### src/hdl/tstc_cfg.svh
`ifndef TSTC_CFG_SVH
`define TSTC_CFG_SVH

// ------------------------------------------------------------
// address map (byte addresses)
// ------------------------------------------------------------
`define TSTC_DM_BASE      24'h028000
`define TSTC_DM_END       24'h02ffff
`define TSTC_DM_LOW_LIMIT 10'h200
`define TSTC_GRP_BASE     24'h040200
`define TSTC_GRP_LAST     24'h04027c
`define TSTC_IREF_ADDR    24'h040280
`define TSTC_OREF_ADDR    24'h040284

// ------------------------------------------------------------
// reset values
// ------------------------------------------------------------
`define TSTC_GRP_RST      32'h000c000c
`define TSTC_IREF_RST     32'h00000000
`define TSTC_OREF_RST     32'h00000000

// ------------------------------------------------------------
// field positions
// ------------------------------------------------------------
`define TSTC_OINV_BIT     22
`define TSTC_OADV_LSB     20
`define TSTC_OSRC_LSB     16
`define TSTC_IINV_BIT     9
`define TSTC_IDLY_LSB     4
`define TSTC_ISRC_LSB     0
`define TSTC_IREF_SET_W   3
`define TSTC_OREF_SET_W   7

// ------------------------------------------------------------
// timing
// ------------------------------------------------------------
`define TSTC_CLK_PS       4000
`define TSTC_ADV_STEP_PS  7600
`define TSTC_FP_NS0       120
`define TSTC_FP_NS1       60
`define TSTC_FP_NS2       30
`define TSTC_FP_NS3       15
`define TSTC_SETTLE_FRAMES 2'd2

`endif

### src/hdl/tstc_pkg.sv
package tstc_pkg;

    // decoded target of a host access
    typedef enum logic [2:0] {
        DK_NONE,
        DK_DMEM,
        DK_GRP,
        DK_IREF,
        DK_OREF
    } tstc_kind_t;

    typedef struct packed {
        tstc_kind_t  kind;
        logic [4:0]  grp;
        logic [9:0]  ofs;
    } tstc_dec_t;

    // host request, a one-cycle strobe with its fields
    typedef struct packed {
        logic        sel;
        logic        wr;
        logic [23:0] addr;
        logic [31:0] wdata;
    } tstc_req_t;

    // one bit per group for each of the four streams
    typedef struct packed {
        logic [31:0] lane_a;
        logic [31:0] lane_b;
        logic [31:0] lane_c;
        logic [31:0] lane_d;
    } tstc_lanes_t;

    typedef enum logic {
        BS_IDLE,
        BS_DMRD
    } tstc_bus_st_t;

endpackage

### src/hdl/tstc_addr_dec.sv
`timescale 1ns/1ps
`default_nettype none
`include "tstc_cfg.svh"
module tstc_addr_dec
    import tstc_pkg::*;
(
    // host byte address in, target out
    input  wire logic [23:0] addr,
    output tstc_dec_t        dec
);

    // unaligned register addresses fall through to none
    always_comb begin
        dec      = '0;
        dec.kind = DK_NONE;
        if (addr >= `TSTC_DM_BASE && addr <= `TSTC_DM_END) begin
            dec.kind = DK_DMEM;
            dec.grp  = addr[14:10];
            dec.ofs  = addr[9:0];
        end else if (addr >= `TSTC_GRP_BASE && addr <= `TSTC_GRP_LAST
                     && addr[1:0] == 2'h0) begin
            dec.kind = DK_GRP;
            dec.grp  = addr[6:2];
        end else if (addr == `TSTC_IREF_ADDR) begin
            dec.kind = DK_IREF;
        end else if (addr == `TSTC_OREF_ADDR) begin
            dec.kind = DK_OREF;
        end
    end

endmodule
`default_nettype wire

### src/hdl/tstc_sync3.sv
`timescale 1ns/1ps
`default_nettype none
module tstc_sync3 #(
    parameter int W = 1
) (
    // clock and reset
    input  wire logic         clk,
    input  wire logic         rst_n,
    // pins in, filtered level out
    input  wire logic [W-1:0] d,
    output logic      [W-1:0] q
);

    logic [W-1:0] s1_q;
    logic [W-1:0] s2_q;
    logic [W-1:0] s3_q;

    // three stages; a change counts once stages two and three agree
    always_ff @(posedge clk) begin
        if (!rst_n) begin
            s1_q <= '0;
            s2_q <= '0;
            s3_q <= '0;
            q    <= '0;
        end else begin
            s1_q <= d;
            s2_q <= s1_q;
            s3_q <= s2_q;
            q    <= (s2_q & s3_q) | (q & (s2_q ^ s3_q));
        end
    end

endmodule
`default_nettype wire

### src/hdl/tstc_top.sv
`timescale 1ns/1ps
`default_nettype none
`include "tstc_cfg.svh"
// Contract
// - data memory address is group base plus stream offset, linear slots
// - lowest rate: streams at 000/080/100/180; 200-3FF gives bus error
// - data memory is read only; writes answered with bus error low
// - groups of four inputs and four outputs, each side configured apart
// - 32 group registers at 40200 plus 4n, last at 4027C
// - group bit 22 inverts that group's output streams
// - 2-bit output advance, step 7.6 ns, halved at highest rate
// - source code 00 internal, 01-11 select reference pairs 0-2
// - group bit 9 inverts that group's input streams
// - 5-bit input sample delay in bits 8-4, default at 3/4 cell
// - group may be disturbed at most two frames after a change
// - input reference register at 40280: edge, polarity, format per input
// - input frame format bit selects native or GCI-Bus framing
// - input frame polarity bit: low active high, high active low
// - input clock edge bit: low positive edge, high negative edge
// - output reference register at 40284, four 7-bit sets
// - output frame format bit selects native or GCI-Bus framing
// - output frame polarity bit: low active high, high active low
// - rate codes give 120/60/30/15 ns pulses; host limits rate by source; the 4 ns clock gives 120/60/28/12 ns
// - output clock edge bit: low positive, high negative
// - one global rate field, zero after power-up selects lowest rate
module tstc_top
    import tstc_pkg::*;
(
    // clock and reset
    input  wire logic         clk,
    input  wire logic         rst_n,
    // host control bus
    input  wire tstc_req_t    host_req,
    output logic [31:0]       bus_rdata_q,
    output logic              bus_ack_q,
    output logic              bus_error_n,
    // global rate from the rate register
    input  wire logic [1:0]   global_rate_sel,
    // data memory read port
    output logic              dm_rd_q,
    output logic [14:0]       dm_addr_q,
    output logic [1:0]        dm_stream_q,
    output logic [9:0]        dm_slot_q,
    input  wire logic [7:0]   dm_rdata,
    // internal timing, same clock
    input  wire logic         sys_bit_tick,
    input  wire logic         int_ref_clock,
    input  wire logic         int_frame_start,
    input  wire logic         frame_tick,
    // reference pins
    input  wire logic         ref_clock_0,
    input  wire logic         ref_clock_1,
    input  wire logic         ref_clock_2,
    input  wire logic         ref_frame_0,
    input  wire logic         ref_frame_1,
    input  wire logic         ref_frame_2,
    output logic [2:0]        ref_edge_q,
    output logic [2:0]        ref_frame_start_q,
    // stream data
    input  wire tstc_lanes_t  serial_in,
    output tstc_lanes_t       in_data_q,
    input  wire tstc_lanes_t  out_raw,
    output tstc_lanes_t       serial_out_q,
    // per-group timing
    output logic [31:0]       grp_in_tick_q,
    output logic [31:0]       grp_out_tick_q,
    output logic [31:0][4:0]  in_sample_delay_q,
    output logic [31:0][2:0]  out_advance_cyc_q,
    output logic [31:0]       group_settling_q,
    // output reference pins
    output logic [3:0]        out_clock_q,
    output logic [3:0]        out_frame_q
);

    // ------------------------------------------------------------
    // helpers
    // ------------------------------------------------------------
    function automatic logic [1:0] stream_of(input logic [1:0] r,
                                             input logic [9:0] o);
        case (r)
            2'h0:    stream_of = o[8:7];
            2'h1:    stream_of = o[9:8];
            2'h2:    stream_of = {1'b0, o[9]};
            default: stream_of = 2'h0;
        endcase
    endfunction

    function automatic logic [9:0] slot_of(input logic [1:0] r,
                                           input logic [9:0] o);
        case (r)
            2'h0:    slot_of = {3'h0, o[6:0]};
            2'h1:    slot_of = {2'h0, o[7:0]};
            2'h2:    slot_of = {1'b0, o[8:0]};
            default: slot_of = o;
        endcase
    endfunction

    // source 00 is internal timing, else reference pair src-1
    function automatic logic pick(input logic [1:0] src,
                                  input logic       int_v,
                                  input logic [2:0] ref_v);
        pick = (src == 2'h0) ? int_v : ref_v[src - 2'h1];
    endfunction

    // advance rounded down to whole clocks; half step at top rate
    function automatic logic [2:0] adv_cyc(input logic [1:0] code,
                                           input logic [1:0] r);
        int ps;
        ps = int'(code) * `TSTC_ADV_STEP_PS;
        if (r == 2'h3)
            ps = ps / 2;
        adv_cyc = 3'(ps / `TSTC_CLK_PS);
    endfunction

    // frame pulse width in clocks, rounded down
    function automatic logic [5:0] fp_cyc(input logic [1:0] r);
        case (r)
            2'h0:    fp_cyc = 6'(`TSTC_FP_NS0 * 1000 / `TSTC_CLK_PS);
            2'h1:    fp_cyc = 6'(`TSTC_FP_NS1 * 1000 / `TSTC_CLK_PS);
            2'h2:    fp_cyc = 6'(`TSTC_FP_NS2 * 1000 / `TSTC_CLK_PS);
            default: fp_cyc = 6'(`TSTC_FP_NS3 * 1000 / `TSTC_CLK_PS);
        endcase
    endfunction

    // ------------------------------------------------------------
    // decode and bus state
    // ------------------------------------------------------------
    tstc_dec_t    dec;
    tstc_bus_st_t bus_st_q;
    logic [31:0]  grp_cfg_q [32];
    logic [31:0]  iref_q;
    logic [31:0]  oref_q;
    logic         take;
    logic         wr_grp;
    logic         dm_blocked;

    tstc_addr_dec u_dec (
        .addr (host_req.addr),
        .dec  (dec)
    );

    assign take   = host_req.sel && bus_st_q == BS_IDLE;
    assign wr_grp = take && host_req.wr && dec.kind == DK_GRP;
    assign dm_blocked = global_rate_sel == 2'h0 &&
                        dec.ofs >= `TSTC_DM_LOW_LIMIT;

    // one request at a time; strobes during a memory read are dropped
    always_ff @(posedge clk) begin
        if (!rst_n) begin
            bus_st_q    <= BS_IDLE;
            bus_ack_q   <= 1'b0;
            bus_error_n <= 1'b1;
            bus_rdata_q <= 32'h0;
            dm_rd_q     <= 1'b0;
            dm_addr_q   <= 15'h0;
            dm_stream_q <= 2'h0;
            dm_slot_q   <= 10'h0;
        end else begin
            bus_ack_q   <= 1'b0;
            bus_error_n <= 1'b1;
            dm_rd_q     <= 1'b0;
            case (bus_st_q)
                BS_IDLE: begin
                    if (take) begin
                        case (dec.kind)
                            DK_DMEM: begin
                                if (host_req.wr || dm_blocked) begin
                                    bus_error_n <= 1'b0;
                                end else begin
                                    dm_rd_q     <= 1'b1;
                                    dm_addr_q   <= {dec.grp, dec.ofs};
                                    dm_stream_q <= stream_of(
                                        global_rate_sel, dec.ofs);
                                    dm_slot_q   <= slot_of(
                                        global_rate_sel, dec.ofs);
                                    bus_st_q    <= BS_DMRD;
                                end
                            end
                            DK_GRP: begin
                                bus_ack_q <= 1'b1;
                                if (!host_req.wr)
                                    bus_rdata_q <= grp_cfg_q[dec.grp];
                            end
                            DK_IREF: begin
                                bus_ack_q <= 1'b1;
                                if (!host_req.wr)
                                    bus_rdata_q <= iref_q;
                            end
                            DK_OREF: begin
                                bus_ack_q <= 1'b1;
                                if (!host_req.wr)
                                    bus_rdata_q <= oref_q;
                            end
                            default: bus_error_n <= 1'b0;
                        endcase
                    end
                end
                BS_DMRD: begin
                    bus_rdata_q <= {24'h0, dm_rdata};
                    bus_ack_q   <= 1'b1;
                    bus_st_q    <= BS_IDLE;
                end
                default: bus_st_q <= BS_IDLE;
            endcase
        end
    end

    // ------------------------------------------------------------
    // control registers
    // ------------------------------------------------------------
    // stored whole, reserved bits included, so software sees its value
    always_ff @(posedge clk) begin
        if (!rst_n) begin
            for (int g = 0; g < 32; g++)
                grp_cfg_q[g] <= `TSTC_GRP_RST;
            iref_q <= `TSTC_IREF_RST;
            oref_q <= `TSTC_OREF_RST;
        end else if (take && host_req.wr) begin
            if (dec.kind == DK_GRP)
                grp_cfg_q[dec.grp] <= host_req.wdata;
            if (dec.kind == DK_IREF)
                iref_q <= host_req.wdata;
            if (dec.kind == DK_OREF)
                oref_q <= host_req.wdata;
        end
    end

    // a write restarts the two-frame settle window of its group
    logic [1:0] settle_q [32];
    always_ff @(posedge clk) begin
        if (!rst_n) begin
            for (int g = 0; g < 32; g++)
                settle_q[g] <= 2'h0;
            group_settling_q <= 32'h0;
        end else begin
            for (int g = 0; g < 32; g++) begin
                if (wr_grp && dec.grp == 5'(g)) begin
                    settle_q[g]         <= `TSTC_SETTLE_FRAMES;
                    group_settling_q[g] <= 1'b1;
                end else if (frame_tick && settle_q[g] != 2'h0) begin
                    settle_q[g]         <= settle_q[g] - 2'h1;
                    group_settling_q[g] <= settle_q[g] != 2'h1;
                end
            end
        end
    end

    // ------------------------------------------------------------
    // reference inputs
    // ------------------------------------------------------------
    logic [2:0] rclk_s;
    logic [2:0] rfp_s;
    logic [2:0] rclk_prev_q;
    logic [2:0] fp_act;
    logic [2:0] fp_prev_q;

    tstc_sync3 #(.W(6)) u_ref_sync (
        .clk   (clk),
        .rst_n (rst_n),
        .d     ({ref_frame_2, ref_frame_1, ref_frame_0,
                 ref_clock_2, ref_clock_1, ref_clock_0}),
        .q     ({rfp_s, rclk_s})
    );

    always_comb begin
        for (int k = 0; k < 3; k++)
            fp_act[k] = rfp_s[k] ^ iref_q[3 * k + 1];
    end

    // native pulses straddle the boundary, so their trailing edge marks it
    always_ff @(posedge clk) begin
        if (!rst_n) begin
            rclk_prev_q       <= 3'h0;
            fp_prev_q         <= 3'h0;
            ref_edge_q        <= 3'h0;
            ref_frame_start_q <= 3'h0;
        end else begin
            rclk_prev_q <= rclk_s;
            fp_prev_q   <= fp_act;
            for (int k = 0; k < 3; k++) begin
                ref_edge_q[k] <= iref_q[3 * k] ?
                    (rclk_prev_q[k] & ~rclk_s[k]) :
                    (rclk_s[k] & ~rclk_prev_q[k]);
                ref_frame_start_q[k] <= iref_q[3 * k + 2] ?
                    (fp_act[k] & ~fp_prev_q[k]) :
                    (fp_prev_q[k] & ~fp_act[k]);
            end
        end
    end

    // ------------------------------------------------------------
    // per-group timing and data
    // ------------------------------------------------------------
    tstc_lanes_t ser_s;
    logic [31:0] in_inv;
    logic [31:0] out_inv;

    tstc_sync3 #(.W(128)) u_ser_sync (
        .clk   (clk),
        .rst_n (rst_n),
        .d     (serial_in),
        .q     (ser_s)
    );

    always_comb begin
        for (int g = 0; g < 32; g++) begin
            in_inv[g]  = grp_cfg_q[g][`TSTC_IINV_BIT];
            out_inv[g] = grp_cfg_q[g][`TSTC_OINV_BIT];
        end
    end

    // one configuration bit covers all four lanes of a group
    always_ff @(posedge clk) begin
        if (!rst_n) begin
            in_data_q    <= '0;
            serial_out_q <= '0;
        end else begin
            in_data_q.lane_a    <= ser_s.lane_a ^ in_inv;
            in_data_q.lane_b    <= ser_s.lane_b ^ in_inv;
            in_data_q.lane_c    <= ser_s.lane_c ^ in_inv;
            in_data_q.lane_d    <= ser_s.lane_d ^ in_inv;
            serial_out_q.lane_a <= out_raw.lane_a ^ out_inv;
            serial_out_q.lane_b <= out_raw.lane_b ^ out_inv;
            serial_out_q.lane_c <= out_raw.lane_c ^ out_inv;
            serial_out_q.lane_d <= out_raw.lane_d ^ out_inv;
        end
    end

    // delay 0 keeps the default three-quarter sample point downstream
    always_ff @(posedge clk) begin
        if (!rst_n) begin
            grp_in_tick_q     <= 32'h0;
            grp_out_tick_q    <= 32'h0;
            in_sample_delay_q <= '0;
            out_advance_cyc_q <= '0;
        end else begin
            for (int g = 0; g < 32; g++) begin
                grp_in_tick_q[g] <= pick(grp_cfg_q[g][1:0],
                    sys_bit_tick, ref_edge_q);
                grp_out_tick_q[g] <= pick(grp_cfg_q[g][17:16],
                    sys_bit_tick, ref_edge_q);
                in_sample_delay_q[g] <=
                    grp_cfg_q[g][`TSTC_IDLY_LSB +: 5];
                out_advance_cyc_q[g] <= adv_cyc(
                    grp_cfg_q[g][`TSTC_OADV_LSB +: 2],
                    global_rate_sel);
            end
        end
    end

    // ------------------------------------------------------------
    // output reference sets
    // ------------------------------------------------------------
    logic [5:0] ofp_cnt_q [4];
    logic [5:0] ofp_cnt_d [4];
    logic [3:0] ofp_act_d;

    // GCI pulses start half a width later than native ones
    always_comb begin
        for (int k = 0; k < 4; k++) begin
            ofp_cnt_d[k] = ofp_cnt_q[k];
            if (pick(oref_q[7 * k +: 2], int_frame_start,
                     ref_frame_start_q)) begin
                ofp_cnt_d[k] = fp_cyc(oref_q[7 * k + 2 +: 2]);
                if (oref_q[7 * k + 6])
                    ofp_cnt_d[k] = ofp_cnt_d[k] +
                        (ofp_cnt_d[k] >> 1);
            end else if (ofp_cnt_q[k] != 6'h0) begin
                ofp_cnt_d[k] = ofp_cnt_q[k] - 6'h1;
            end
            ofp_act_d[k] = ofp_cnt_d[k] != 6'h0 &&
                ofp_cnt_d[k] <= fp_cyc(oref_q[7 * k + 2 +: 2]);
        end
    end

    always_ff @(posedge clk) begin
        if (!rst_n) begin
            for (int k = 0; k < 4; k++)
                ofp_cnt_q[k] <= 6'h0;
            out_clock_q <= 4'h0;
            out_frame_q <= 4'h0;
        end else begin
            for (int k = 0; k < 4; k++) begin
                ofp_cnt_q[k]   <= ofp_cnt_d[k];
                out_clock_q[k] <= pick(oref_q[7 * k +: 2],
                    int_ref_clock, rclk_s) ^ oref_q[7 * k + 4];
                out_frame_q[k] <= ofp_act_d[k] ^
                    oref_q[7 * k + 5];
            end
        end
    end

    // ------------------------------------------------------------
    // checks
    // ------------------------------------------------------------
    a_dm_write_err: assert property (@(posedge clk) disable iff (!rst_n)
        take && host_req.wr && dec.kind == DK_DMEM
        |=> !bus_error_n && !bus_ack_q && !dm_rd_q)
        else $error("data memory write not refused");

    a_dm_low_rate: assert property (@(posedge clk) disable iff (!rst_n)
        take && dec.kind == DK_DMEM && global_rate_sel == 2'h0
        && dec.ofs >= 10'h200 |=> !bus_error_n)
        else $error("high offset at lowest rate not refused");

    a_dm_read_seq: assert property (@(posedge clk) disable iff (!rst_n)
        take && !host_req.wr && dec.kind == DK_DMEM && !dm_blocked
        |=> dm_rd_q && !bus_ack_q ##1 bus_ack_q && bus_error_n)
        else $error("data memory read sequence wrong");

    a_dm_addr_lin: assert property (@(posedge clk) disable iff (!rst_n)
        $rose(dm_rd_q) |-> dm_addr_q ==
        {$past(host_req.addr[14:10]), $past(host_req.addr[9:0])})
        else $error("data memory address not linear");

    a_dm_stream: assert property (@(posedge clk) disable iff (!rst_n)
        dm_rd_q && $past(global_rate_sel) == 2'h0 |->
        dm_stream_q == dm_addr_q[8:7] && dm_slot_q[9:7] == 3'h0)
        else $error("stream split wrong at lowest rate");

    a_grp_readback: assert property (@(posedge clk) disable iff (!rst_n)
        take && host_req.wr && dec.kind == DK_GRP ##1 !take ##1
        take && !host_req.wr && host_req.addr == $past(host_req.addr, 2)
        |=> bus_ack_q && bus_rdata_q == $past(host_req.wdata, 3))
        else $error("group register readback differs");

    a_out_invert: assert property (@(posedge clk) disable iff (!rst_n)
        $stable(out_inv) |=> serial_out_q.lane_a ==
        ($past(out_raw.lane_a) ^ $past(out_inv)))
        else $error("output inversion wrong");

    a_settle_set: assert property (@(posedge clk) disable iff (!rst_n)
        wr_grp |=> group_settling_q[$past(dec.grp)])
        else $error("settle window not started");

    a_ref_pos_edge: assert property (@(posedge clk) disable iff (!rst_n)
        !iref_q[0] && $stable(iref_q) && rclk_s[0] && !rclk_prev_q[0]
        |=> ref_edge_q[0])
        else $error("positive reference edge missed");

endmodule
`default_nettype wire
### config.mk
export PLATFORM = sky130hd
export DESIGN_NAME = tstc_top
export DESIGN_NICKNAME = d
export VERILOG_FILES = /design/src/hdl/tstc_pkg.sv /design/src/hdl/tstc_addr_dec.sv /design/src/hdl/tstc_sync3.sv /design/src/hdl/tstc_top.sv
export VERILOG_INCLUDE_DIRS = /design/src /design/src/hdl
export SDC_FILE = /design/constraint.sdc
export NUM_CORES = 2
export LEC_CHECK = 0
export BUFFER_PORTS_ARGS = -buffer_cell sky130_fd_sc_hd__buf_2
export CORE_ASPECT_RATIO = 0.5
export CORE_MARGIN = 5
export CORE_UTILIZATION = 35
export DETAILED_ROUTE_END_ITERATION = 12
export PLACE_DENSITY = 0.48
export SLEW_MARGIN = 0
export SYNTH_ARGS = -nofsm -noshare
export SYNTH_HDL_FRONTEND = slang
export SYNTH_HIERARCHICAL = 1
export SYNTH_SLANG_ARGS = --single-unit
### constraint.sdc
create_clock -name clk -period 8.1 [get_ports clk]
set_clock_uncertainty 0.1 [all_clocks]
set_input_delay 2.43 -clock clk [delete_from_list [all_inputs] [get_ports clk]]
set_output_delay 2.43 -clock clk [all_outputs]
set_load 0.1 [all_outputs]
==> metrics <==
GRT overflow=0; status=finished, final reports clean; Peak VDD IR=0.182 mV; DR pass1 iterations=6; Max Freq=153 MHz; syn_area_per_cell=11.7 µm²; PD cells=224 mW/mm²; grt met2 use=36.9%; Routed WL=~370,000 µm; CTS tree=built; Area contributors post-synth=edfxtp_1 (31%), dfxtp_1 (24%), and2_1 (8.9%); Setup TNS=0 ns; Via density=5.08; routed via count=72,100; syn nets=10,000; post-CTS setup buffer count=0; Slew Limit Headroom=14.4%; Die Span Y=401 µm; Post-Layout Cell Count=14,200; Post-CTS Hold Buffers=0; die width=791 µm; dpl cells=13,800; GR peak layer=met2; Inserted Clock Buffers=224; Die ar.=0.317 mm²; P&R area growth vs syn=16.4%; Placed Area=0.117 mm²; #FFs+latches synth=2,395; core area=0.304 mm²; CP peak stage delay=0.94 ns; Crit. End Element=flop; met1 Use GR=31.7%; Slew @ Worst Pin=1.28 ns; sequential element share of the synthesized area=55.1%; Initial Util=35.2%; Post-synth EDFFs=1,088; Residual DRC=0; post-route design area=about 0.12 mm²; Unique masters post-synth=91; CP Class=primary input to flop; Site Rows=~140; post-CTS resize count=0; worst path required time=8.51 ns; fin crit period=6.53 ns; Max-cap violations=0; crit share post-route=80.6%; largest net degree at the start of global routing=157; met3 usage=3.41%; Routed Antenna Nets=0; top_reg_cell synth=dfxtp_1; area leader, netlist=edfxtp_1; HP Class=flop to flop; top-area cell type share of the netlist area=~30%; fin. max-slew vios=0; Worst Path Arrival=between 6 and 7 ns; H-tree Lvls=4; root buffer cell=clkbuf_16; first-pass GRT wire length=523,000 µm; Clock Latency Late Sink=0.91 ns; RSZ-0062 raised after global routing=false; # clock sinks=2,395; layout cells sized above 1=20.1%; I/O Pins=1,020; Syn Std Cell Area=0.107 mm²; Startpoint Class=primary input; IO Port Bufs=1,019; CP Max Fanout=21; Detailed Route Iter0 Violations=6,626; wire per inst=~26 µm; vias in the first global route=about 70,000; Critical Path Slowest Stage Cell=o21ai_4; post-DP HPWL=252,000 µm; CP Cell Sequence=buf_2 > nor4_1 > nand4_1 > a311oi_1 > nor2b_1 > and4b_1 > buf_4 > nand2b_2 > o21ai_4 > buf_12; # setup viols final=0; routability cong.=0.843; CTS max path bufs=4; Syn Inst Count=just over 9,000; Util after Layout=40.9%; synthesis warning total=6; Worst-path clk slew=~0.070 ns; antenna violations before repair=57; final hold vios=0; final worst slack=roughly 1.6 ns; Nets=10,800; Post-synth ARST share=0%; Total GRT Usage=22.6%; pre-CTS WS=0.818 ns; Leakage=49.5 nW
==> layout make-up <==
class / instances / area, µm²
clock inverter: 95 / 986
sequential: 2395 / 58800
inverter: 347 / 1310
tap: 4060 / 5080
clock buffer: 306 / 6360
antenna: 22 / 55.1
timing repair buffer: 1216 / 7130
multi-input combinational: 5750 / 44600
fill: 28900 / 179000
==> registers in the layout, indices dropped and copies added, names as in the netlist, 6 cells and up <==
signal	cells
bus_rdata_q	32
dm_addr_q	15
group_settling_q	32
grp_cfg_q	1024
grp_in_tick_q	32
grp_out_tick_q	32
in_data_q	128
in_sample_delay_q	160
iref_q	32
ofp_cnt_q	24
oref_q	32
out_advance_cyc_q	96
serial_out_q	128
settle_q	64
u_ref_sync/q	6
u_ref_sync/s1_q	6
u_ref_sync/s2_q	6
u_ref_sync/s3_q	6
u_ser_sync/q	128
u_ser_sync/s1_q	128
u_ser_sync/s2_q	128
u_ser_sync/s3_q	128
==> logic make-up after synthesis <==
logic type	count (synthesis)	share of synthesized area, %
flip-flops	2395	55.1
AND/OR/NAND/NOR	3373	17.5
multiplexers	476	8.22
buffers and inverters	983	3.76
adder cells (fa/ha/maj)	570	6.67
AO/OA/AOI/OAI	1021	6.25
XOR/XNOR	310	2.54
==> through the flow <==
step	hold slack (ns)	total power (W)
after CTS	0.298	0.0282
after global routing	0.304	0.0289
final	0.285	0.0279
after global placement	0.314	0.0173
after floorplan	0.312	0.0162
after detailed placement	0.317	0.0173
==> routing by layer <==
| layer | up-vias | routed length, µm |
|---|---|---|
| met5 | - | 83 |
| met4 | 12 | 9620 |
| met3 | 459 | 23000 |
| met2 | 2347 | 174000 |
| met1 | 36000 | 165000 |
| li1 | 33200 | - |
==> where the power goes <==
group	internal, W	switching, W
Combinational	0.000819	0.00258
Clock	0.00601	0.00489
Sequential	0.0132	0.000394
Total	0.0200	0.00786
==> cell usage in the layout (no fill, tap or decap), drive strengths merged, types with 25 or more instances in the layout <==
cell type and n:
and2 1526, dfxtp 1307, buf 1216, edfxtp 1088, nor2 600, ha 570
a21oi 404, nand2 377, inv 364, mux4 320, clkbuf 306, xnor2 285
nor2b 188, o21ai 177, mux2i 145, nand2b 145, or3 131, nor3 88
nand3 86, and3 82, o311a 67, clkinv 56, o22ai 49, a31oi 47
a221oi 40, a211oi 27, nand4 26, xor2 25
==> critical path, delay by kind of cell <==
family / cells / cell delay [ns]
simple gates: 5 / 2.09
compound gates: 2 / 1.58
buf+inv: 3 / 0.76
==> path summary, 6_finish.rpt <==
kind	startpoint	end	slack, ns	cells after the start
setup / recovery	host_req[42]	grp_cfg_q[14][0]	1.57	10
hold / removal	u_ser_sync/s2_q[79]	u_ser_sync/s3_q[79]	0.29	1
setup reg to reg	oref_q[21]	out_frame_q[3]	3.69	12
hold reg to reg	u_ser_sync/s2_q[79]	u_ser_sync/s3_q[79]	0.29	1
==> synthesized netlist by cell type, types with 24 or more instances <==
cell / count
nor2_1: 600
a211oi_1: 27
nor2b_1: 188
nand3_1: 85
dfxtp_1: 1307
nand2_1: 377
edfxtp_1: 1088
buf_1: 92
o311a_1: 67
a31oi_1: 47
buf_2: 77
nand2b_1: 145
xnor2_1: 285
ha_1: 570
or3_1: 131
a221oi_2: 24
nor3_1: 88
clkbuf_1: 404
and3_1: 82
a21oi_1: 404
mux4_2: 320
and2_1: 1526
o21ai_0: 175
o22ai_1: 48
nand4_1: 26
clkbuf_2: 30
inv_1: 346
xor2_1: 25
mux2i_1: 145
(Power assumes the default switching activity.)
